<file path="src/rtl/tmc_pkg.sv">
// Package with register map, field positions and carrier types of timer two
package tmc_pkg;

    localparam int          ADDR_W        = 9;
    localparam int          DATA_W        = 32;
    localparam int          IRQ_W         = 2;

    // Byte addresses of the register words
    localparam logic [8:0]  CTRL_OFFSET   = 9'h0c8;
    localparam logic [8:0]  STATUS_OFFSET = 9'h100;
    localparam logic [8:0]  MASK_OFFSET   = 9'h104;
    localparam logic [8:0]  MODE_OFFSET   = 9'h108;

    localparam logic [7:0]  CTRL_RESET    = 8'h00;
    localparam logic [1:0]  IRQ_RESET     = 2'h0;
    localparam logic        MODE_RESET    = 1'b0;

    // Interrupt status and mask bit positions
    localparam int          IRQ_OVF_BIT   = 0;
    localparam int          IRQ_EXT_BIT   = 1;

    // Position of the down count enable in the mode word
    localparam int          MODE_DOWN_COUNT_ENABLE_BIT = 0;

    // Control register, bit 7 first
    typedef struct packed {
        logic overflow_flag;
        logic external_event_flag;
        logic receive_clock_select;
        logic transmit_clock_select;
        logic external_trigger_enable;
        logic run_control;
        logic counter_timer_select;
        logic capture_reload_select;
    } tmc_ctrl_type;

    // Strobes handed to the counter datapath and the serial port
    typedef struct packed {
        logic capture;
        logic reload;
        logic rx_baud_tick;
        logic tx_baud_tick;
    } tmc_strobe_type;

endpackage

</file>
<file path="src/rtl/tmc_fall_detect.sv">
// Falling edge detector for the external trigger pin
`timescale 1ns/1ps
module tmc_fall_detect
(
    input  wire logic clk_sys,
    input  wire logic sys_rst,
    input  wire logic pin_in,
    output logic      fall
);

    logic pin_r;
    logic pin_nxt;

    always_comb
    begin
        pin_nxt = pin_in;
    end

    // Idles high so that a pin low straight out of reset counts as an edge
    always_ff @(posedge clk_sys or posedge sys_rst)
    begin
        if (sys_rst)
            pin_r <= 1'b1;
        else
            pin_r <= pin_nxt;
    end

    assign fall = pin_r & ~pin_in;

endmodule

</file>
<file path="src/rtl/tmc_timer_two.sv">
// Timer two control register, event flags, trigger qualifying and baud sources
//
// Design decision made here: register access over Avalon-MM.
`timescale 1ns/1ps
module tmc_timer_two
(
    input  wire logic                          clk_sys,
    input  wire logic                          sys_rst,
    input  wire logic [tmc_pkg::ADDR_W-1:0]    avs_address,
    input  wire logic                          avs_read,
    input  wire logic                          avs_write,
    input  wire logic [tmc_pkg::DATA_W-1:0]    avs_writedata,
    input  wire logic [tmc_pkg::DATA_W/8-1:0]  avs_byteenable,
    output logic      [tmc_pkg::DATA_W-1:0]    avs_readdata,
    output logic                               avs_waitrequest,
    input  wire logic                          timer_overflow,
    input  wire logic                          timer_one_overflow,
    input  wire logic                          external_trigger_pin,
    output tmc_pkg::tmc_strobe_type            strobe,
    output logic                               run_control,
    output logic                               counter_timer_select,
    output logic                               down_count_enable,
    output logic                               irq
);

    tmc_pkg::tmc_ctrl_type           ctrl_r;
    tmc_pkg::tmc_ctrl_type           ctrl_nxt;
    logic [tmc_pkg::IRQ_W-1:0]       status_r;
    logic [tmc_pkg::IRQ_W-1:0]       status_nxt;
    logic [tmc_pkg::IRQ_W-1:0]       mask_r;
    logic [tmc_pkg::IRQ_W-1:0]       mask_nxt;
    logic                            down_count_enable_r;
    logic                            down_count_enable_nxt;
    logic                            ack_r;
    logic                            ack_nxt;
    logic [tmc_pkg::DATA_W-1:0]      rdata_r;
    logic [tmc_pkg::DATA_W-1:0]      rdata_nxt;

    logic                            trig_fall;
    logic                            serial_clocking;
    logic                            qual_edge;
    logic                            ovf_event;
    logic                            ext_event;
    logic                            wr_take;
    logic                            lane0;
    localparam int                   CTRL_W = $bits(tmc_pkg::tmc_ctrl_type);

    function automatic logic hit
    (
        input logic [tmc_pkg::ADDR_W-1:0] addr,
        input logic [tmc_pkg::ADDR_W-1:0] offset
    );
        hit = (addr == offset);
    endfunction

    tmc_fall_detect u_fall
    (
        .clk_sys (clk_sys),
        .sys_rst (sys_rst),
        .pin_in  (external_trigger_pin),
        .fall    (trig_fall)
    );

    // Event qualifying and datapath strobes
    always_comb
    begin
        serial_clocking = ctrl_r.receive_clock_select
                        | ctrl_r.transmit_clock_select;
        qual_edge       = trig_fall
                        & ctrl_r.external_trigger_enable
                        & ~serial_clocking;
        ovf_event       = timer_overflow & ~serial_clocking;
        ext_event       = qual_edge;
        // Serial clocking forces reload on overflow, whatever the select bit
        strobe.capture  = qual_edge
                        & ctrl_r.capture_reload_select;
        strobe.reload   = (qual_edge & ~ctrl_r.capture_reload_select)
                        | (timer_overflow
                          & (serial_clocking
                            | ~ctrl_r.capture_reload_select));
        strobe.rx_baud_tick = ctrl_r.receive_clock_select
                            ? timer_overflow
                            : timer_one_overflow;
        strobe.tx_baud_tick = ctrl_r.transmit_clock_select
                            ? timer_overflow
                            : timer_one_overflow;
    end

    assign wr_take = avs_write & ack_r;
    assign lane0   = avs_byteenable[0];

    // Register next values; a hardware set wins over a software clear
    always_comb
    begin
        ctrl_nxt   = ctrl_r;
        status_nxt = status_r;
        mask_nxt   = mask_r;
        down_count_enable_nxt   = down_count_enable_r;
        if (wr_take && lane0)
        begin
            if (hit(avs_address, tmc_pkg::CTRL_OFFSET))
                ctrl_nxt = tmc_pkg::tmc_ctrl_type'(avs_writedata[7:0]);
            if (hit(avs_address, tmc_pkg::STATUS_OFFSET))
                status_nxt = status_r
                           & ~avs_writedata[tmc_pkg::IRQ_W-1:0];
            if (hit(avs_address, tmc_pkg::MASK_OFFSET))
                mask_nxt = avs_writedata[tmc_pkg::IRQ_W-1:0];
            if (hit(avs_address, tmc_pkg::MODE_OFFSET))
                down_count_enable_nxt = avs_writedata[tmc_pkg::MODE_DOWN_COUNT_ENABLE_BIT];
        end
        if (ovf_event)
        begin
            ctrl_nxt.overflow_flag = 1'b1;
            status_nxt[tmc_pkg::IRQ_OVF_BIT] = 1'b1;
        end
        if (ext_event)
        begin
            ctrl_nxt.external_event_flag = 1'b1;
            // Up/down counting uses the edge for direction, not as an interrupt event
            if (!down_count_enable_r)
                status_nxt[tmc_pkg::IRQ_EXT_BIT] = 1'b1;
        end
    end

    always_ff @(posedge clk_sys or posedge sys_rst)
    begin
        if (sys_rst)
        begin
            ctrl_r   <= tmc_pkg::tmc_ctrl_type'(tmc_pkg::CTRL_RESET);
            status_r <= tmc_pkg::IRQ_RESET;
            mask_r   <= tmc_pkg::IRQ_RESET;
            down_count_enable_r   <= tmc_pkg::MODE_RESET;
        end
        else
        begin
            ctrl_r   <= ctrl_nxt;
            status_r <= status_nxt;
            mask_r   <= mask_nxt;
            down_count_enable_r   <= down_count_enable_nxt;
        end
    end

    // Bus answer: one wait state, read data captured before release
    always_comb
    begin
        ack_nxt   = (avs_read | avs_write) & ~ack_r;
        rdata_nxt = rdata_r;
        if (avs_read && !ack_r)
        begin
            rdata_nxt = '0;
            if (hit(avs_address, tmc_pkg::CTRL_OFFSET))
                rdata_nxt[7:0] = ctrl_r;
            else if (hit(avs_address, tmc_pkg::STATUS_OFFSET))
                rdata_nxt[tmc_pkg::IRQ_W-1:0] = status_r;
            else if (hit(avs_address, tmc_pkg::MASK_OFFSET))
                rdata_nxt[tmc_pkg::IRQ_W-1:0] = mask_r;
            else if (hit(avs_address, tmc_pkg::MODE_OFFSET))
                rdata_nxt[tmc_pkg::MODE_DOWN_COUNT_ENABLE_BIT] = down_count_enable_r;
        end
    end

    always_ff @(posedge clk_sys or posedge sys_rst)
    begin
        if (sys_rst)
        begin
            ack_r   <= 1'b0;
            rdata_r <= '0;
        end
        else
        begin
            ack_r   <= ack_nxt;
            rdata_r <= rdata_nxt;
        end
    end

    assign avs_waitrequest      = (avs_read | avs_write) & ~ack_r;
    assign avs_readdata         = rdata_r;
    assign run_control          = ctrl_r.run_control;
    assign counter_timer_select = ctrl_r.counter_timer_select;
    assign down_count_enable    = down_count_enable_r;
    // Level output; holds while any unmasked sticky bit is set
    assign irq                  = |(status_r & mask_r);

    chk_reset_clear:
    assert property (@(posedge clk_sys)
        $past(sys_rst) |-> (ctrl_r == tmc_pkg::CTRL_RESET))
    else $error("control register not zero after reset");

    chk_ovf_set:
    assert property (@(posedge clk_sys) disable iff (sys_rst)
        timer_overflow && !serial_clocking |=> ctrl_r.overflow_flag)
    else $error("overflow flag not set by overflow");

    chk_ovf_sticky:
    assert property (@(posedge clk_sys) disable iff (sys_rst)
        ctrl_r.overflow_flag
        && !(wr_take && hit(avs_address, tmc_pkg::CTRL_OFFSET))
        |=> ctrl_r.overflow_flag)
    else $error("overflow flag cleared without software");

    chk_ovf_suppress:
    assert property (@(posedge clk_sys) disable iff (sys_rst)
        serial_clocking && !ctrl_r.overflow_flag && !wr_take
        |=> !ctrl_r.overflow_flag)
    else $error("overflow flag set while serial clocking");

    chk_ext_set:
    assert property (@(posedge clk_sys) disable iff (sys_rst)
        (strobe.capture || strobe.reload) && trig_fall
        && ctrl_r.external_trigger_enable && !serial_clocking
        |=> ctrl_r.external_event_flag)
    else $error("external flag not set by trigger event");

    chk_ext_sticky:
    assert property (@(posedge clk_sys) disable iff (sys_rst)
        ctrl_r.external_event_flag && !wr_take
        |=> ctrl_r.external_event_flag)
    else $error("external flag cleared by hardware");

    chk_irq_ext:
    assert property (@(posedge clk_sys) disable iff (sys_rst)
        ext_event && !down_count_enable_r && mask_r[tmc_pkg::IRQ_EXT_BIT]
        ##1 !wr_take [*2] |-> irq)
    else $error("external event raised no interrupt");

    chk_irq_down_count_enable:
    assert property (@(posedge clk_sys) disable iff (sys_rst)
        ext_event && down_count_enable_r && !status_r[tmc_pkg::IRQ_EXT_BIT]
        |=> !status_r[tmc_pkg::IRQ_EXT_BIT])
    else $error("external event counted in up/down mode");

    chk_rx_source:
    assert property (@(posedge clk_sys) disable iff (sys_rst)
        strobe.rx_baud_tick == (ctrl_r.receive_clock_select
                                ? timer_overflow : timer_one_overflow))
    else $error("receive baud source wrong");

    chk_tx_source:
    assert property (@(posedge clk_sys) disable iff (sys_rst)
        strobe.tx_baud_tick == (ctrl_r.transmit_clock_select
                                ? timer_overflow : timer_one_overflow))
    else $error("transmit baud source wrong");

    chk_trig_ignored:
    assert property (@(posedge clk_sys) disable iff (sys_rst)
        !ctrl_r.external_trigger_enable && !timer_overflow
        |-> !strobe.capture && !strobe.reload)
    else $error("trigger acted while disabled");

    chk_serial_reload:
    assert property (@(posedge clk_sys) disable iff (sys_rst)
        serial_clocking |-> !strobe.capture
        && (strobe.reload == timer_overflow))
    else $error("trigger acted while clocking serial port");

    chk_bus_wait:
    assert property (@(posedge clk_sys) disable iff (sys_rst)
        (avs_read || avs_write) && avs_waitrequest
        ##1 (avs_read || avs_write) |-> !avs_waitrequest)
    else $error("bus answer later than one wait state");

    chk_status_ovf:
    assert property (@(posedge clk_sys) disable iff (sys_rst)
        ovf_event |=> status_r[tmc_pkg::IRQ_OVF_BIT])
    else $error("overflow event not recorded in status");

    chk_status_ext:
    assert property (@(posedge clk_sys) disable iff (sys_rst)
        ext_event && !down_count_enable_r |=> status_r[tmc_pkg::IRQ_EXT_BIT])
    else $error("external event not recorded in status");

    chk_status_w1c:
    assert property (@(posedge clk_sys) disable iff (sys_rst)
        wr_take && lane0 && hit(avs_address, tmc_pkg::STATUS_OFFSET)
        && avs_writedata[tmc_pkg::IRQ_OVF_BIT] && !ovf_event
        |=> !status_r[tmc_pkg::IRQ_OVF_BIT])
    else $error("status bit not cleared by writing one");

    chk_irq_ext_level:
    assert property (@(posedge clk_sys) disable iff (sys_rst)
        status_r[tmc_pkg::IRQ_EXT_BIT] && mask_r[tmc_pkg::IRQ_EXT_BIT]
        |-> irq)
    else $error("pending external event not on interrupt");

    chk_reload_ovf:
    assert property (@(posedge clk_sys) disable iff (sys_rst)
        timer_overflow && !ctrl_r.capture_reload_select |-> strobe.reload)
    else $error("overflow gave no reload in reload mode");

    chk_capture_no_reload:
    assert property (@(posedge clk_sys) disable iff (sys_rst)
        ctrl_r.capture_reload_select && !serial_clocking && !trig_fall
        |-> !strobe.reload)
    else $error("reload strobe in capture mode");

    chk_capture_edge:
    assert property (@(posedge clk_sys) disable iff (sys_rst)
        trig_fall && ctrl_r.external_trigger_enable && !serial_clocking
        && ctrl_r.capture_reload_select |-> strobe.capture)
    else $error("qualified edge gave no capture");

    chk_ext_disabled:
    assert property (@(posedge clk_sys) disable iff (sys_rst)
        !ctrl_r.external_trigger_enable && !ctrl_r.external_event_flag
        && !wr_take |=> !ctrl_r.external_event_flag)
    else $error("external flag set while trigger disabled");

    chk_wait_first:
    assert property (@(posedge clk_sys) disable iff (sys_rst)
        $rose(avs_read || avs_write) |-> avs_waitrequest)
    else $error("new request answered without wait state");

    chk_read_ctrl:
    assert property (@(posedge clk_sys) disable iff (sys_rst)
        avs_read && !avs_waitrequest
        && hit(avs_address, tmc_pkg::CTRL_OFFSET)
        |-> avs_readdata[CTRL_W-1:0] == $past(ctrl_r)
            && avs_readdata[tmc_pkg::DATA_W-1:CTRL_W] == '0)
    else $error("control read data wrong");

    chk_read_unmapped:
    assert property (@(posedge clk_sys) disable iff (sys_rst)
        avs_read && !avs_waitrequest
        && !hit(avs_address, tmc_pkg::CTRL_OFFSET)
        && !hit(avs_address, tmc_pkg::STATUS_OFFSET)
        && !hit(avs_address, tmc_pkg::MASK_OFFSET)
        && !hit(avs_address, tmc_pkg::MODE_OFFSET)
        |-> avs_readdata == '0)
    else $error("unmapped read not zero");

    chk_mask_write:
    assert property (@(posedge clk_sys) disable iff (sys_rst)
        wr_take && lane0 && hit(avs_address, tmc_pkg::MASK_OFFSET)
        |=> mask_r == $past(avs_writedata[tmc_pkg::IRQ_W-1:0]))
    else $error("mask write not taken");

    chk_lane_guard:
    assert property (@(posedge clk_sys) disable iff (sys_rst)
        wr_take && !lane0 && !ovf_event && !ext_event |=> $stable(ctrl_r))
    else $error("control changed by write without low byte");

    chk_mode_write:
    assert property (@(posedge clk_sys) disable iff (sys_rst)
        wr_take && lane0 && hit(avs_address, tmc_pkg::MODE_OFFSET)
        |=> down_count_enable
            == $past(avs_writedata[tmc_pkg::MODE_DOWN_COUNT_ENABLE_BIT]))
    else $error("mode write not taken");

endmodule

</file>
<file path="config.mk">
export PLATFORM = sky130hd
export DESIGN_NAME = tmc_timer_two
export DESIGN_NICKNAME = d
export VERILOG_FILES = /design/src/rtl/tmc_pkg.sv /design/src/rtl/tmc_fall_detect.sv /design/src/rtl/tmc_timer_two.sv
export SDC_FILE = /design/constraint.sdc
export NUM_CORES = 1
export LEC_CHECK = 0
export BUFFER_PORTS_ARGS = -buffer_cell sky130_fd_sc_hd__buf_2
export CORE_MARGIN = 2
export CORE_UTILIZATION = 40
export DETAILED_ROUTE_END_ITERATION = 16
export HOLD_SLACK_MARGIN = 0.02
export PLACE_DENSITY_LB_ADDON = 0.2
export SYNTH_ARGS = -nofsm -noshare
export SYNTH_HDL_FRONTEND = slang
export SYNTH_SLANG_ARGS = --single-unit
</file>
<file path="constraint.sdc">
create_clock -name clk_sys -period 1.8 [get_ports clk_sys]
set_input_delay 0.54 -clock clk_sys [delete_from_list [all_inputs] [get_ports clk_sys]]
set_output_delay 0.54 -clock clk_sys [all_outputs]
set_load 0.05 [all_outputs]
</file>
# == Word-level counts from Yosys, hierarchy flattened ==
# Cells that the tools add are included.
# word_totals
wordCells,71
output_inout_bits,41
input_bits,52
reg_bits,23
# op_classes
reduce_logical,15
mux,17
n_bitwise,20
n_eq_ne,4
# ops
cell,count
equality test 9 bit (second input constant),3
two-way mux 8 bit,2
AND reduction 2 bit,6
two-way mux 1 bit,10
nonzero test 2 bit,5
bitwise AND 1 bit,9
equality test 9 x 8 -> 1 bit (second input constant),1
two-way mux 2 bit,4
two-way mux 6 bit,1
bitwise AND 2 bit,2
inverter 1 bit,4
OR 1 bit,4
logical AND 1 bit,2
inverter 2 bit,1
OR reduction 2 bit,1
zero test 1 bit,1

# == Depth between registers and ports, before layout ==
# Gate-level depths: netlist of run 1.
# logic_depth
depth_word,6
ltp_mapped,5
depth_no_buf,4

# == Modules after synthesis ==
# Synthesis of run 1 repeated with hierarchy kept, for this count alone.
# unflattened
cells_unflattened,116
hier_area_um2,1260.0
# by_module_without_submodules
mod,seq_area_each_um2,instances,cells_per_inst,area_each_um2
tmc_timer_two,550.5,1,113,1216.2
tmc_fall_detect,26.3,1,3,43.8

# == Worst setup path before layout of run 1 ==
# No wires, ideal clock.
# synth_path
path_type,register to output
from,reg u_fall.pin_r
to,out strobe[2] in the netlist's numbering
path_buffers,0
path_stages_with_launch,5
required_time_ps,1260
setup_slack_ps,-602
t_arrival_ps,1862
cell_sequence,dfstp_2 -> nand2_1 -> nor2_1 -> nand2_1 -> a21boi_0
# synth_rtl
item,line_no,text
start: declaration,tmc_fall_detect.sv:11,logic pin_r;
start signal: assignment,tmc_fall_detect.sv:25,pin_r <= pin_nxt;
end: declaration,tmc_timer_two.sv:19,"output tmc_pkg::tmc_strobe_type strobe,"

==> results of run 1 <==
## per-stage QoR
stage / worst slack, ps / cells
CTS: -135 / 215
floorplan: -4.06 / 136
finish: -135 / 217
detailed placement: -199 / 209
global placement: -206 / 209
global route: -253 / 217
## worst register-to-register path: stages (launching register included)
cell and delay (ps):
sky130_fd_sc_hd__dfstp_2 550, sky130_fd_sc_hd__nand2_2 60, sky130_fd_sc_hd__nor2_2 80, sky130_fd_sc_hd__nand2_1 80, sky130_fd_sc_hd__buf_4 140, sky130_fd_sc_hd__buf_4 120, sky130_fd_sc_hd__buf_4 130, sky130_fd_sc_hd__o2bb2ai_1 160
## synth_stat cells
cell type                    n  area (um^2)
sky130_fd_sc_hd__a21boi_0    1         7.51
sky130_fd_sc_hd__a21o_1      1         7.51
sky130_fd_sc_hd__a21oi_1     1         5.00
sky130_fd_sc_hd__a22o_1      8         70.1
sky130_fd_sc_hd__a22o_2      1         10.0
sky130_fd_sc_hd__and3_1      1         6.26
sky130_fd_sc_hd__and4bb_2    1         12.5
sky130_fd_sc_hd__buf_4      24          180
sky130_fd_sc_hd__clkbuf_1    1         3.75
sky130_fd_sc_hd__conb_1      1         3.75
sky130_fd_sc_hd__dfrtp_1    22          551
sky130_fd_sc_hd__dfstp_2     1         26.3
sky130_fd_sc_hd__inv_1       3         11.3
sky130_fd_sc_hd__mux2_2     12          135
sky130_fd_sc_hd__mux2i_1     3         30.0
sky130_fd_sc_hd__nand2_1    10         37.5
sky130_fd_sc_hd__nand2b_1    1         6.26
sky130_fd_sc_hd__nand3_1     3         15.0
sky130_fd_sc_hd__nand4_1     1         6.26
sky130_fd_sc_hd__nand4_2     1         12.5
sky130_fd_sc_hd__nor2_1      4         15.0
sky130_fd_sc_hd__nor2_4      1         11.3
sky130_fd_sc_hd__nor3_1      1         5.00
sky130_fd_sc_hd__nor4_1      2         12.5
sky130_fd_sc_hd__nor4_2      1         12.5
sky130_fd_sc_hd__nor4b_1     1         8.76
sky130_fd_sc_hd__o211ai_1    1         7.51
sky130_fd_sc_hd__o21ba_1     1         10.0
sky130_fd_sc_hd__o2bb2ai_1   1         8.76
sky130_fd_sc_hd__or2_4       1         8.76
sky130_fd_sc_hd__or4_4       1         11.3
sky130_fd_sc_hd__or4b_1      1         10.0
## state kept, by name, summed over array words and instances, names as in the netlist
signal	cells
mask_r	2
status_r	2
counter_timer_select	1
avs_readdata	8
u_fall.pin_r	1
ack_r	1
run_control	1
down_count_enable	1
ctrl_r	6
## final cells by class
class / instances / area share
Clock buffer: 3 / 0.0137
Clock inverter: 1 / 0.00305
Inverter: 3 / 0.00685
Multi-Input combinational cell: 85 / 0.366
Sequential cell: 23 / 0.351
Tap cell: 44 / 0.0335
Timing Repair Buffer: 58 / 0.225
## what timing repair did
item	in CTS	in global routing
pin swaps	1	1
endpoints found under the setup margin	4	4
setup buffers	2	2
resized for setup	9	2
## path summary, 6_finish.rpt
path | startpoint | to | cells past startpoint
max in group asynchronous | sys_rst | u_fall.pin_r$_DFF_PP1_ | 3
max | u_fall.pin_r$_DFF_PP1_ | strobe[2] | 5
min reg2reg | avs_readdata[1]$_DFFE_PP0P_ | avs_readdata[1]$_DFFE_PP0P_ | 1
min in group clk_sys | avs_writedata[6] | ctrl_r[6]$_DFFE_PP0P_ | 3
max reg2reg | u_fall.pin_r$_DFF_PP1_ | status_r[1]$_DFF_PP0_ | 7
min | sys_rst | run_control$_DFFE_PP0P_ | 3
## report_power, final
part | internal, W | switching (W) | total, W
registers | 0.000525 | 0.00000581 | 0.000531
logic | 0.0000566 | 0.000186 | 0.000243
clock network | 0.0000827 | 0.000149 | 0.000232
total | 0.000665 | 0.000341 | 0.00101
## metal layers
| layer | wire, um | part of all wire |
|---|---|---|
| met5 | 0 | 0 |
| met4 | 10 | 0.0039 |
| met3 | 97 | 0.038 |
| met2 | 1390 | 0.55 |
| met1 | 1040 | 0.41 |
## cells by family after synthesis
group           count (synthesis)
simple gates                   31
buf+inv                        28
flops                          23
compound gates                 15
mux                            15
other cells                     1
==> impl_results.html, run 1 <==
<table>
<tr><th>Metric</th><th>Value</th></tr>
<tr><th colspan="2">Floorplan</th></tr>
<tr><td>Initial core utilization</td><td>0.416</td></tr>
<tr><td>Area of the core region</td><td>3030 um^2</td></tr>
<tr><td>Standard-cell rows</td><td>20</td></tr>
<tr><td>Boundary pin count</td><td>93</td></tr>
<tr><td>Die outline area</td><td>3610 um^2</td></tr>
<tr><td>Width of the die</td><td>60.1 um</td></tr>
<tr><td>Vert. Die Dim</td><td>60.1 um</td></tr>
<tr><th colspan="2">Final layout</th></tr>
<tr><td>Final Util</td><td>0.543</td></tr>
<tr><td>Area of all sequential standard cells</td><td>577 um^2</td></tr>
<tr><td>Fillers</td><td>273</td></tr>
<tr><td>Area added between synthesis and finish</td><td>30.5%</td></tr>
<tr><td>Commonest cells after routing, fill and taps aside</td><td>sky130_fd_sc_hd__buf_2, sky130_fd_sc_hd__conb_1, sky130_fd_sc_hd__dfrtp_1</td></tr>
<tr><td>Share of layout cells above drive strength 1</td><td>0.509</td></tr>
<tr><td>Count of antenna diodes in the layout</td><td>0</td></tr>
<tr><td>Area of combinational cells with multiple inputs</td><td>602 um^2</td></tr>
<tr><td>Commonest non-fill, non-tap cell in the layout</td><td>sky130_fd_sc_hd__buf_2</td></tr>
<tr><td>Post-route standard cell area excluding fillers</td><td>1640 um^2</td></tr>
<tr><td>NumNets Final</td><td>226</td></tr>
<tr><th colspan="2">Global route</th></tr>
<tr><td>Gr busiest metal</td><td>met2</td></tr>
<tr><td>Total global routing track utilization</td><td>0.156</td></tr>
<tr><td>Grt ovf</td><td>0</td></tr>
<tr><td>First-pass GRT wire length</td><td>4.30 mm</td></tr>
<tr><td>Grt met2 use</td><td>0.269</td></tr>
<tr><td>Largest net degree at the start of global routing</td><td>24</td></tr>
<tr><td>Antenna violations before repair</td><td>0</td></tr>
<tr><td>Global routing usage on met1</td><td>0.201</td></tr>
<tr><td>Number of global-route vias before repair</td><td>973</td></tr>
<tr><td>GR met3 Demand/Resource</td><td>0.0303</td></tr>
<tr><th colspan="2">Synth</th></tr>
<tr><td>Synth Area in Compound Gates</td><td>0.100</td></tr>
<tr><td>Register bit total from synthesis</td><td>23</td></tr>
<tr><td>Synthesized netlist cell count</td><td>113</td></tr>
<tr><td>Count of different cell masters after synthesis</td><td>32</td></tr>
<tr><td>Fraction of the yosys area taken by sequential cells</td><td>0.458</td></tr>
<tr><td>Multiplexer share of the synthesized area</td><td>0.131</td></tr>
<tr><td>Total number of yosys warnings</td><td>0</td></tr>
<tr><td>Avg Cell Area, Syn</td><td>11.1 um^2</td></tr>
<tr><td>Total standard cell area after synthesis</td><td>1260 um^2</td></tr>
<tr><td>Share of synthesized cell area in and, or, nand and nor gates</td><td>0.152</td></tr>
<tr><td>Main combinational cell family by area after synthesis</td><td>buffers and inverters</td></tr>
<tr><td>Synthesized-area fraction occupied by xor and xnor cells</td><td>0</td></tr>
<tr><td>Adder-cell share of the synthesized area</td><td>0</td></tr>
<tr><th colspan="2">Clock tree</th></tr>
<tr><td>Clock network latency to the later pin of the worst-skew pair</td><td>300 ps</td></tr>
<tr><td>CTS tree</td><td>yes</td></tr>
<tr><td>Cts hold-fix bufs</td><td>0</td></tr>
<tr><td>Clock slew at the register clock pins of the worst setup and hold paths</td><td>120 ps</td></tr>
<tr><td>CTS max path bufs</td><td>2</td></tr>
<tr><td>Number of levels in the clock H-tree</td><td>1</td></tr>
<tr><td>Number of buffers inserted during clock tree synthesis</td><td>3</td></tr>
<tr><td>Sink count of the clock tree</td><td>23</td></tr>
<tr><td>Root Buffer</td><td>sky130_fd_sc_hd__clkbuf_4</td></tr>
<tr><th colspan="2">Drt</th></tr>
<tr><td>Antenna violation net count after detailed routing</td><td>0</td></tr>
<tr><td>Final WL</td><td>2.54 mm</td></tr>
<tr><td>Total number of vias</td><td>986</td></tr>
<tr><td>Remaining routing DRC violations</td><td>0</td></tr>
<tr><td>Drt first-iter violations</td><td>7</td></tr>
<tr><td>Per-cell via count in the routed design</td><td>4.54</td></tr>
<tr><td>Number of search-and-repair iterations in the first detailed-routing pass</td><td>4</td></tr>
<tr><td>Routed WL per cell</td><td>11.7 um</td></tr>
<tr><th colspan="2">Timing</th></tr>
<tr><td>Crit share post-route</td><td>1.07</td></tr>
<tr><td>Final setup fails</td><td>3</td></tr>
<tr><td>Worst Slack Setup Final</td><td>-135 ps</td></tr>
<tr><td>Number of failing hold endpoints at the final stage</td><td>0</td></tr>
<tr><td>RSZ-0062 raised after global routing</td><td>true</td></tr>
<tr><td>Min Clock Period, post-route</td><td>1930 ps</td></tr>
<tr><td>Count of final max-slew check failures</td><td>0</td></tr>
<tr><td>Setup TNS</td><td>-296 ps</td></tr>
<tr><td>Worst hold slack across all endpoints</td><td>244 ps</td></tr>
<tr><td>Achievable frequency</td><td>517 MHz</td></tr>
<tr><td>Max Clock Skew</td><td>0.606 ps</td></tr>
<tr><th colspan="2">Placement</th></tr>
<tr><td>Number of port buffers</td><td>41</td></tr>
<tr><td>Placed cell area</td><td>1550 um^2</td></tr>
<tr><td>Detailed-placement wirelength estimate</td><td>2.07 mm</td></tr>
<tr><td>Last weighted congestion value of the routability-driven placer</td><td>0.833</td></tr>
<tr><th colspan="2">Power</th></tr>
<tr><td>Leakage power summed over all cells</td><td>0.910 nW</td></tr>
<tr><td>Maximum VDD drop</td><td>342 uV</td></tr>
<tr><td>Power density of the placed cells</td><td>612 nW/um^2</td></tr>
<tr><td>Overall power consumption</td><td>0.00101 W</td></tr>
<tr><th colspan="2">Critical path</th></tr>
<tr><td>Nature of the critical path endpoint</td><td>output port</td></tr>
<tr><td>Number of buffer and inverter stages on the critical path</td><td>1</td></tr>
<tr><td>Startpoint types</td><td>register</td></tr>
<tr><td>Reg-to-reg setup timing slack</td><td>420 ps</td></tr>
<tr><td>CP cell instances</td><td>nand2_2 -&gt; nor2_2 -&gt; nand2_1 -&gt; a21boi_2 -&gt; buf_6</td></tr>
<tr><td>WP data arrival</td><td>1390 ps</td></tr>
<tr><td>Crit path max-delay family</td><td>flip-flops</td></tr>
<tr><td>Slowest Stage Delay on Critical Path</td><td>550 ps</td></tr>
<tr><td>Slowest stage cell, crit path</td><td>sky130_fd_sc_hd__dfstp_2</td></tr>
<tr><td>Required time of the worst setup path</td><td>1260 ps</td></tr>
<tr><td>Type of the setup path with the least slack</td><td>reg -&gt; out</td></tr>
<tr><td>Critical-path maximum fanout</td><td>2</td></tr>
<tr><th colspan="2">Worst hold path</th></tr>
<tr><td>Worst min-delay path category</td><td>in -&gt; async</td></tr>
<tr><th colspan="2">Outcome</th></tr>
<tr><td>Violated checks</td><td>negative setup slack</td></tr>
<tr><td>Run status</td><td>complete, but fails checks</td></tr>
<tr><th colspan="2">Job</th></tr>
<tr><td>Number of max-cap violations</td><td>0</td></tr>
</table>
(Power assumes the default switching activity.)
==> run 2: changes to the inputs <==
--- a/config.mk
+++ b/config.mk
@@ -7,7 +7,8 @@
 export LEC_CHECK = 0
 export BUFFER_PORTS_ARGS = -buffer_cell sky130_fd_sc_hd__buf_2
 export CORE_MARGIN = 2
-export CORE_UTILIZATION = 40
+export CORE_UTILIZATION = 41
+export CTS_BUF_LIST = sky130_fd_sc_hd__clkbuf_4 sky130_fd_sc_hd__clkbuf_8
 export DETAILED_ROUTE_END_ITERATION = 16
 export HOLD_SLACK_MARGIN = 0.02
 export PLACE_DENSITY_LB_ADDON = 0.2
==> run 2 against run 1 <==
The run still ends with negative setup slack left. Fmax is 0.16% lower. Register-to-register slack gained 40 ps. Combinational power is essentially flat. Clock skew up 11 ps. Sequential cell count unchanged. Cell area is 1.3% lower. Sequential share of layout area grew 0.46 points. Cell count shrank 5.5%. Non-clock buffer count decreased by 1. Sequential power barely moved. Die area shrank 2.3%. Critical endpoint unchanged. Largest power group unchanged.
==> impl_results.html, run 2 (synthesis gave the netlist of run 1 again) <==
<table>
<tr><th>Metric</th><th>Value</th></tr>
<tr><th colspan="2">Outcome</th></tr>
<tr><td>Run status</td><td>complete, but fails checks</td></tr>
<tr><td>Violated checks</td><td>negative setup slack</td></tr>
<tr><th colspan="2">Global route</th></tr>
<tr><td>Largest net degree at the start of global routing</td><td>14 (-42%)</td></tr>
<tr><td>Global routing usage on met1</td><td>0.204 (+0.00251)</td></tr>
<tr><td>Number of global-route vias before repair</td><td>934 (-4.0%)</td></tr>
<tr><td>Grt ovf</td><td>0 (unchanged)</td></tr>
<tr><td>Antenna violations before repair</td><td>0 (unchanged)</td></tr>
<tr><td>Grt met2 use</td><td>0.262 (-0.00647)</td></tr>
<tr><td>Gr busiest metal</td><td>met2</td></tr>
<tr><td>First-pass GRT wire length</td><td>4.15 mm (-3.5%)</td></tr>
<tr><td>Total global routing track utilization</td><td>0.156 (-0.000453)</td></tr>
<tr><td>GR met3 Demand/Resource</td><td>0.0328 (+0.00245)</td></tr>
<tr><th colspan="2">Drt</th></tr>
<tr><td>Number of search-and-repair iterations in the first detailed-routing pass</td><td>4 (unchanged)</td></tr>
<tr><td>Remaining routing DRC violations</td><td>0 (unchanged)</td></tr>
<tr><td>Total number of vias</td><td>992 (+0.61%)</td></tr>
<tr><td>Routed WL per cell</td><td>12.2 um (+4.5%)</td></tr>
<tr><td>Final WL</td><td>2.51 mm (-1.3%)</td></tr>
<tr><td>Antenna violation net count after detailed routing</td><td>0 (unchanged)</td></tr>
<tr><td>Per-cell via count in the routed design</td><td>4.84 (+6.5%)</td></tr>
<tr><td>Drt first-iter violations</td><td>8 (+1)</td></tr>
<tr><th colspan="2">Power</th></tr>
<tr><td>Power density of the placed cells</td><td>623 nW/um^2 (+1.7%)</td></tr>
<tr><td>Maximum VDD drop</td><td>376 uV (+9.7%)</td></tr>
<tr><td>Leakage power summed over all cells</td><td>0.905 nW (-0.59%)</td></tr>
<tr><th colspan="2">Placement</th></tr>
<tr><td>Last weighted congestion value of the routability-driven placer</td><td>0.870 (+4.4%)</td></tr>
<tr><td>Placed cell area</td><td>1550 um^2 (-0.40%)</td></tr>
<tr><td>Number of port buffers</td><td>41 (unchanged)</td></tr>
<tr><td>Detailed-placement wirelength estimate</td><td>2.09 mm (+0.68%)</td></tr>
<tr><th colspan="2">Final layout</th></tr>
<tr><td>Commonest non-fill, non-tap cell in the layout</td><td>sky130_fd_sc_hd__buf_2</td></tr>
<tr><td>NumNets Final</td><td>225 (-0.44%)</td></tr>
<tr><td>Area added between synthesis and finish</td><td>28.8%</td></tr>
<tr><td>Final Util</td><td>0.545 (+0.00198)</td></tr>
<tr><td>Commonest cells after routing, fill and taps aside</td><td>sky130_fd_sc_hd__buf_2, sky130_fd_sc_hd__conb_1, sky130_fd_sc_hd__dfrtp_1</td></tr>
<tr><td>Flip-flop count of the largest register, all copies and words added</td><td>8 (unchanged)</td></tr>
<tr><td>Count of antenna diodes in the layout</td><td>0 (unchanged)</td></tr>
<tr><td>Share of layout cells above drive strength 1</td><td>0.500 (-0.00867)</td></tr>
<tr><td>Post-route standard cell area excluding fillers</td><td>1620 um^2 (-1.3%)</td></tr>
<tr><th colspan="2">Clock tree</th></tr>
<tr><td>Number of levels in the clock H-tree</td><td>1 (unchanged)</td></tr>
<tr><td>Sink count of the clock tree</td><td>23 (unchanged)</td></tr>
<tr><td>Number of buffers inserted during clock tree synthesis</td><td>3 (unchanged)</td></tr>
<tr><td>CTS max path bufs</td><td>2 (unchanged)</td></tr>
<tr><td>Clock slew at the register clock pins of the worst setup and hold paths</td><td>130 ps (about the same)</td></tr>
<tr><td>Clock network latency to the later pin of the worst-skew pair</td><td>310 ps (about the same)</td></tr>
<tr><td>CTS tree</td><td>yes</td></tr>
<tr><td>Root Buffer</td><td>sky130_fd_sc_hd__clkbuf_4</td></tr>
<tr><td>Cts hold-fix bufs</td><td>0 (unchanged)</td></tr>
<tr><th colspan="2">Floorplan</th></tr>
<tr><td>Vert. Die Dim</td><td>59.4 um (-1.1%)</td></tr>
<tr><td>Area of the core region</td><td>2980 um^2 (-1.7%)</td></tr>
<tr><td>Standard-cell rows</td><td>20 (unchanged)</td></tr>
<tr><td>Initial core utilization</td><td>0.423 (+0.00699)</td></tr>
<tr><td>Die outline area</td><td>3530 um^2 (-2.3%)</td></tr>
<tr><td>Boundary pin count</td><td>93 (unchanged)</td></tr>
<tr><td>Width of the die</td><td>59.4 um (-1.1%)</td></tr>
<tr><th colspan="2">Critical path</th></tr>
<tr><td>Type of the setup path with the least slack</td><td>reg -&gt; out</td></tr>
<tr><td>WP data arrival</td><td>1400 ps (about the same)</td></tr>
<tr><td>Critical-path maximum fanout</td><td>2 (unchanged)</td></tr>
<tr><td>Nature of the critical path endpoint</td><td>output port</td></tr>
<tr><td>Startpoint types</td><td>register</td></tr>
<tr><td>Required time of the worst setup path</td><td>1260 ps (about the same)</td></tr>
<tr><th colspan="2">Job</th></tr>
<tr><td>Number of max-cap violations</td><td>0 (unchanged)</td></tr>
<tr><th colspan="2">Timing</th></tr>
<tr><td>Count of final max-slew check failures</td><td>0 (unchanged)</td></tr>
<tr><td>RSZ-0062 raised after global routing</td><td>true</td></tr>
<tr><td>Achievable frequency</td><td>516 MHz (-0.16%)</td></tr>
<tr><td>Number of failing hold endpoints at the final stage</td><td>0 (unchanged)</td></tr>
<tr><td>Final setup fails</td><td>2 (-1)</td></tr>
<tr><td>Crit share post-route</td><td>1.08 (+0.00172)</td></tr>
<tr><td>Worst Slack Setup Final</td><td>-138 ps (-3.10 ps)</td></tr>
<tr><td>Max Clock Skew</td><td>11.7 ps (+11.1 ps)</td></tr>
<tr><td>Min Clock Period, post-route</td><td>1940 ps (+3.10 ps)</td></tr>
<tr><th colspan="2">Worst hold path</th></tr>
<tr><td>Worst min-delay path category</td><td>in -&gt; async</td></tr>
</table>
-- run 2: cell count changes in the layout (fill, tap and decap cells not counted) --
cell / delta
sky130_fd_sc_hd__clkbuf_4: +1
sky130_fd_sc_hd__nor2_2: -1
sky130_fd_sc_hd__buf_4: -1
sky130_fd_sc_hd__buf_2: -1
sky130_fd_sc_hd__nor2_1: +1
-- run 2: layout make-up --
type	count	area (um^2)
Fill cell	268	1360
Multi-Input combinational cell	85	599
Sequential cell	23	577
Timing Repair Buffer	57	365
Tap cell	33	41.3
Clock buffer	3	22.5
Inverter	3	11.3
Clock inverter	1	5.00
-- run 2: final timing paths --
check	from	endpoint	slack [ps]	cells past startpoint
max	u_fall.pin_r$_DFF_PP1_	strobe[2]	-140	5
min in group clk_sys	avs_writedata[7]	ctrl_r[7]$_DFFE_PP0P_	440	3
min reg2reg	avs_readdata[1]$_DFFE_PP0P_	avs_readdata[1]$_DFFE_PP0P_	510	1
max reg2reg	u_fall.pin_r$_DFF_PP1_	status_r[1]$_DFF_PP0_	460	7
min	sys_rst	avs_readdata[1]$_DFFE_PP0P_	170	2
max in group asynchronous	sys_rst	u_fall.pin_r$_DFF_PP1_	1100	3
-- run 2: power by group --
part           internal, W  switching [W]
sequential        0.000525     0.00000630
clock            0.0000830       0.000151
combinational    0.0000587       0.000186
total             0.000667       0.000343
-- run 2: through the flow --
step	std cells	worst slack (ps)	hold slack [ps]	TNS (ps)	total power, W
floorplan	136	-4.06	466	-4.06	0.000753
global placement	199	-208	456	-738	0.000776
detailed placement	199	-238	477	-938	0.000779
CTS	204	-118	171	-235	0.00102
global route	205	-223	182	-462	0.00106
finish	205	-138	168	-245	0.00101
-- run 2: critical path, stage by stage (launching register included) --
cell and delay [ps]:
sky130_fd_sc_hd__dfstp_2 540, sky130_fd_sc_hd__nand2_2 50, sky130_fd_sc_hd__nor2_1 80, sky130_fd_sc_hd__nand2_1 90, sky130_fd_sc_hd__a21boi_2 160, sky130_fd_sc_hd__buf_6 170
-- run 2: per-layer routing --
metal | part of all wire | wire length, um
met5 | 0 | 0
met4 | 0.0068 | 17
met3 | 0.041 | 104
met2 | 0.52 | 1300
met1 | 0.43 | 1090
-- run 2: timing repair --
item	4_1_cts	5_1_grt
resized for setup	10	1
pin swaps	1	1
buffers inserted	1	1
endpoints found under the setup margin	4	5
==> run 3: changes to the inputs <==
--- a/config.mk
+++ b/config.mk
@@ -6,8 +6,8 @@
 export NUM_CORES = 1
 export LEC_CHECK = 0
 export BUFFER_PORTS_ARGS = -buffer_cell sky130_fd_sc_hd__buf_2
-export CORE_MARGIN = 2
-export CORE_UTILIZATION = 41
+export CORE_MARGIN = 5
+export CORE_UTILIZATION = 40
 export CTS_BUF_LIST = sky130_fd_sc_hd__clkbuf_4 sky130_fd_sc_hd__clkbuf_8
 export DETAILED_ROUTE_END_ITERATION = 16
 export HOLD_SLACK_MARGIN = 0.02
==> run 3 against run 2 <==
The run still ends with negative setup slack left. Register-to-register slack worse by 60 ps. Wire length up 12%. Cell area up 0.54%. Worst setup slack better by 6.2 ps. Core utilization down 0.61 points. Critical path depth unchanged. Combinational power about the same. Power up 1.5%. Die area up 24%. Critical path type unchanged. Highest routed layer unchanged.
==> impl_results.html, run 3 (synthesis gave the netlist of run 1 again) <==
<table>
<tr><th>Metric</th><th>Value</th></tr>
<tr><th colspan="2">Placement</th></tr>
<tr><td>Setup WS pre-CTS</td><td>-232 ps (+5.96 ps)</td></tr>
<tr><td>Placed cell area</td><td>1530 um^2 (-0.89%)</td></tr>
<tr><td>Detailed-placement wirelength estimate</td><td>2.31 mm (+11%)</td></tr>
<tr><td>Cells after DPL</td><td>208 (+4.5%)</td></tr>
<tr><td>Last weighted congestion value of the routability-driven placer</td><td>0.831 (-4.5%)</td></tr>
<tr><td>Number of port buffers</td><td>41 (unchanged)</td></tr>
<tr><th colspan="2">Global route</th></tr>
<tr><td>Total global routing track utilization</td><td>0.132 (-0.0245)</td></tr>
<tr><td>First-pass GRT wire length</td><td>4.46 mm (+7.7%)</td></tr>
<tr><td>Number of global-route vias before repair</td><td>1009 (+8.0%)</td></tr>
<tr><td>Grt ovf</td><td>0 (unchanged)</td></tr>
<tr><td>Largest net degree at the start of global routing</td><td>24 (+10)</td></tr>
<tr><td>Antenna violations before repair</td><td>0 (unchanged)</td></tr>
<tr><th colspan="2">Floorplan</th></tr>
<tr><td>Boundary pin count</td><td>93 (unchanged)</td></tr>
<tr><td>Die outline area</td><td>4370 um^2 (+24%)</td></tr>
<tr><td>Standard-cell rows</td><td>20 (unchanged)</td></tr>
<tr><td>Area of the core region</td><td>3030 um^2 (+1.7%)</td></tr>
<tr><td>Width of the die</td><td>66.1 um (+11%)</td></tr>
<tr><td>Initial core utilization</td><td>0.416 (-0.00699)</td></tr>
<tr><td>Vert. Die Dim</td><td>66.1 um (+11%)</td></tr>
<tr><th colspan="2">Clock tree</th></tr>
<tr><td>CTS max path bufs</td><td>2 (unchanged)</td></tr>
<tr><td>Clock network latency to the later pin of the worst-skew pair</td><td>300 ps (about the same)</td></tr>
<tr><td>Number of levels in the clock H-tree</td><td>1 (unchanged)</td></tr>
<tr><td>CTS tree</td><td>yes</td></tr>
<tr><td>Number of buffers inserted during clock tree synthesis</td><td>3 (unchanged)</td></tr>
<tr><td>Clock slew at the register clock pins of the worst setup and hold paths</td><td>120 ps (about the same)</td></tr>
<tr><td>Cts hold-fix bufs</td><td>0 (unchanged)</td></tr>
<tr><td>Sink count of the clock tree</td><td>23 (unchanged)</td></tr>
<tr><td>Root Buffer</td><td>sky130_fd_sc_hd__clkbuf_4</td></tr>
<tr><th colspan="2">Drt</th></tr>
<tr><td>Antenna violation net count after detailed routing</td><td>0 (unchanged)</td></tr>
<tr><td>Remaining routing DRC violations</td><td>0 (unchanged)</td></tr>
<tr><td>Routed WL per cell</td><td>13.0 um (+6.6%)</td></tr>
<tr><td>Total number of vias</td><td>1004 (+1.2%)</td></tr>
<tr><td>DR WL met3</td><td>192 um (+85%)</td></tr>
<tr><td>Length of routed wiring on met1</td><td>1.10 mm (+1.0%)</td></tr>
<tr><td>Per-cell via count in the routed design</td><td>4.65 (-3.9%)</td></tr>
<tr><td>Met2 WL post-DR</td><td>1.51 mm (+16%)</td></tr>
<tr><td>Final WL</td><td>2.82 mm (+12%)</td></tr>
<tr><td>Highest routing layer actually used</td><td>met4</td></tr>
<tr><td>Drt first-iter violations</td><td>23 (+15)</td></tr>
<tr><td>Number of search-and-repair iterations in the first detailed-routing pass</td><td>4 (unchanged)</td></tr>
<tr><th colspan="2">Outcome</th></tr>
<tr><td>Run status</td><td>complete, but fails checks</td></tr>
<tr><td>Violated checks</td><td>negative setup slack</td></tr>
<tr><th colspan="2">Final layout</th></tr>
<tr><td>Flip-flop count of the largest register, all copies and words added</td><td>8 (unchanged)</td></tr>
<tr><td>Number of standard cells in the layout, taps in and fillers out</td><td>216 (+5.4%)</td></tr>
<tr><td>NumNets Final</td><td>225 (unchanged)</td></tr>
<tr><td>Area added between synthesis and finish</td><td>29.5%</td></tr>
<tr><td>Post-route standard cell area excluding fillers</td><td>1630 um^2 (+0.54%)</td></tr>
<tr><td>Area of combinational cells with multiple inputs</td><td>599 um^2 (unchanged)</td></tr>
<tr><td>Count of antenna diodes in the layout</td><td>0 (unchanged)</td></tr>
<tr><td>Fillers</td><td>298 (+11%)</td></tr>
<tr><td>Commonest cells after routing, fill and taps aside</td><td>sky130_fd_sc_hd__buf_2, sky130_fd_sc_hd__conb_1, sky130_fd_sc_hd__dfrtp_1</td></tr>
<tr><td>Share of layout cells above drive strength 1</td><td>0.500 (unchanged)</td></tr>
<tr><td>Area of all sequential standard cells</td><td>577 um^2 (unchanged)</td></tr>
<tr><td>Final Util</td><td>0.538 (-0.00611)</td></tr>
<tr><td>Commonest non-fill, non-tap cell in the layout</td><td>sky130_fd_sc_hd__buf_2</td></tr>
<tr><th colspan="2">Power</th></tr>
<tr><td>Overall power consumption</td><td>0.00103 W (+1.5%)</td></tr>
<tr><td>Power density of the placed cells</td><td>629 nW/um^2 (+0.99%)</td></tr>
<tr><td>Leakage power summed over all cells</td><td>0.904 nW (-0.12%)</td></tr>
<tr><td>Maximum VDD drop</td><td>245 uV (-35%)</td></tr>
<tr><th colspan="2">Timing</th></tr>
<tr><td>Final setup fails</td><td>3 (+1)</td></tr>
<tr><td>Max Clock Skew</td><td>3.76 ps (-7.94 ps)</td></tr>
<tr><td>Achievable frequency</td><td>518 MHz (+0.32%)</td></tr>
<tr><td>Worst Slack Setup Final</td><td>-132 ps (+6.24 ps)</td></tr>
<tr><td>Crit share post-route</td><td>1.07 (-0.00346)</td></tr>
<tr><td>Min Clock Period, post-route</td><td>1930 ps (-6.23 ps)</td></tr>
<tr><td>RSZ-0062 raised after global routing</td><td>true</td></tr>
<tr><td>Number of failing hold endpoints at the final stage</td><td>0 (unchanged)</td></tr>
<tr><td>Count of final max-slew check failures</td><td>0 (unchanged)</td></tr>
<tr><th colspan="2">Critical path</th></tr>
<tr><td>Critical-path maximum fanout</td><td>2 (unchanged)</td></tr>
<tr><td>Reg-to-reg setup timing slack</td><td>400 ps (-60 ps)</td></tr>
<tr><td>WP data arrival</td><td>1390 ps (about the same)</td></tr>
<tr><td>Nature of the critical path endpoint</td><td>output port</td></tr>
<tr><td>Required time of the worst setup path</td><td>1260 ps (about the same)</td></tr>
<tr><td>Type of the setup path with the least slack</td><td>reg -&gt; out</td></tr>
<tr><td>Worst reg2reg endpoint</td><td>ctrl_r[4]$_DFFE_PP0P_</td></tr>
<tr><td>Reg2reg path depth</td><td>3 (-4)</td></tr>
<tr><td>Startpoint types</td><td>register</td></tr>
<tr><td>Reg2reg start</td><td>ack_r$_DFF_PP0_</td></tr>
<tr><th colspan="2">Job</th></tr>
<tr><td>Number of max-cap violations</td><td>0 (unchanged)</td></tr>
<tr><th colspan="2">Worst hold path</th></tr>
<tr><td>Worst min-delay path category</td><td>in -&gt; async</td></tr>
</table>
[run 3: routing by layer]
layer / track usage / up-vias
met4: 0.0305 / 0
met3: 0.0238 / 4
met1: 0.158 / 489
met2: 0.240 / 37
li1: - / 474
met5: 0 / -
[run 3: final cells by class]
| cell class | count | area share |
|---|---|---|
| timing repair buffer | 57 | 0.219 |
| tap | 44 | 0.0338 |
| sequential | 23 | 0.354 |
| clock buffer | 4 | 0.0184 |
| inverter | 3 | 0.00691 |
| multi-input combinational | 85 | 0.368 |
[run 3: how the worst max path moves through the flow]
stage | to | startpoint | depth (start not counted)
3_5_place_dp | down_count_enable$_DFFE_PP0P_ | avs_address[5] | 4
2_1_floorplan | down_count_enable$_DFFE_PP0P_ | avs_address[5] | 3
4_1_cts | strobe[2] | u_fall.pin_r$_DFF_PP1_ | 5
6_report | strobe[2] | u_fall.pin_r$_DFF_PP1_ | 5
5_1_grt | strobe[2] | u_fall.pin_r$_DFF_PP1_ | 5
3_3_place_gp | down_count_enable$_DFFE_PP0P_ | avs_address[5] | 4
[run 3: worst max-delay path, cell delays in order (launching register included)]
cell	delay, ps
sky130_fd_sc_hd__dfstp_2	550
sky130_fd_sc_hd__nand2_2	50
sky130_fd_sc_hd__nor2_1	80
sky130_fd_sc_hd__nand2_1	80
sky130_fd_sc_hd__a21boi_2	150
sky130_fd_sc_hd__buf_6	170
[run 3: where the power goes]
part,switching [W],internal (W),total (W)
clock,0.000147,0.000101,0.000249
sequential,0.00000589,0.000525,0.000531
combinational,0.000187,0.0000579,0.000245
[run 3: what timing repair did]
item / in CTS / in global routing
pin swaps: 1 / 0
endpoints found under the setup margin: 4 / 4
resized for setup: 7 / 6
buffers inserted: 3 / 1
[run 3: stage by stage]
step                      hold slack (ps)  setup TNS, ps
after floorplan                       466          -4.06
after global placement                457          -1470
after detailed placement              470          -2180
after CTS                             253           -246
after global routing                  296           -478
final                                 241           -293
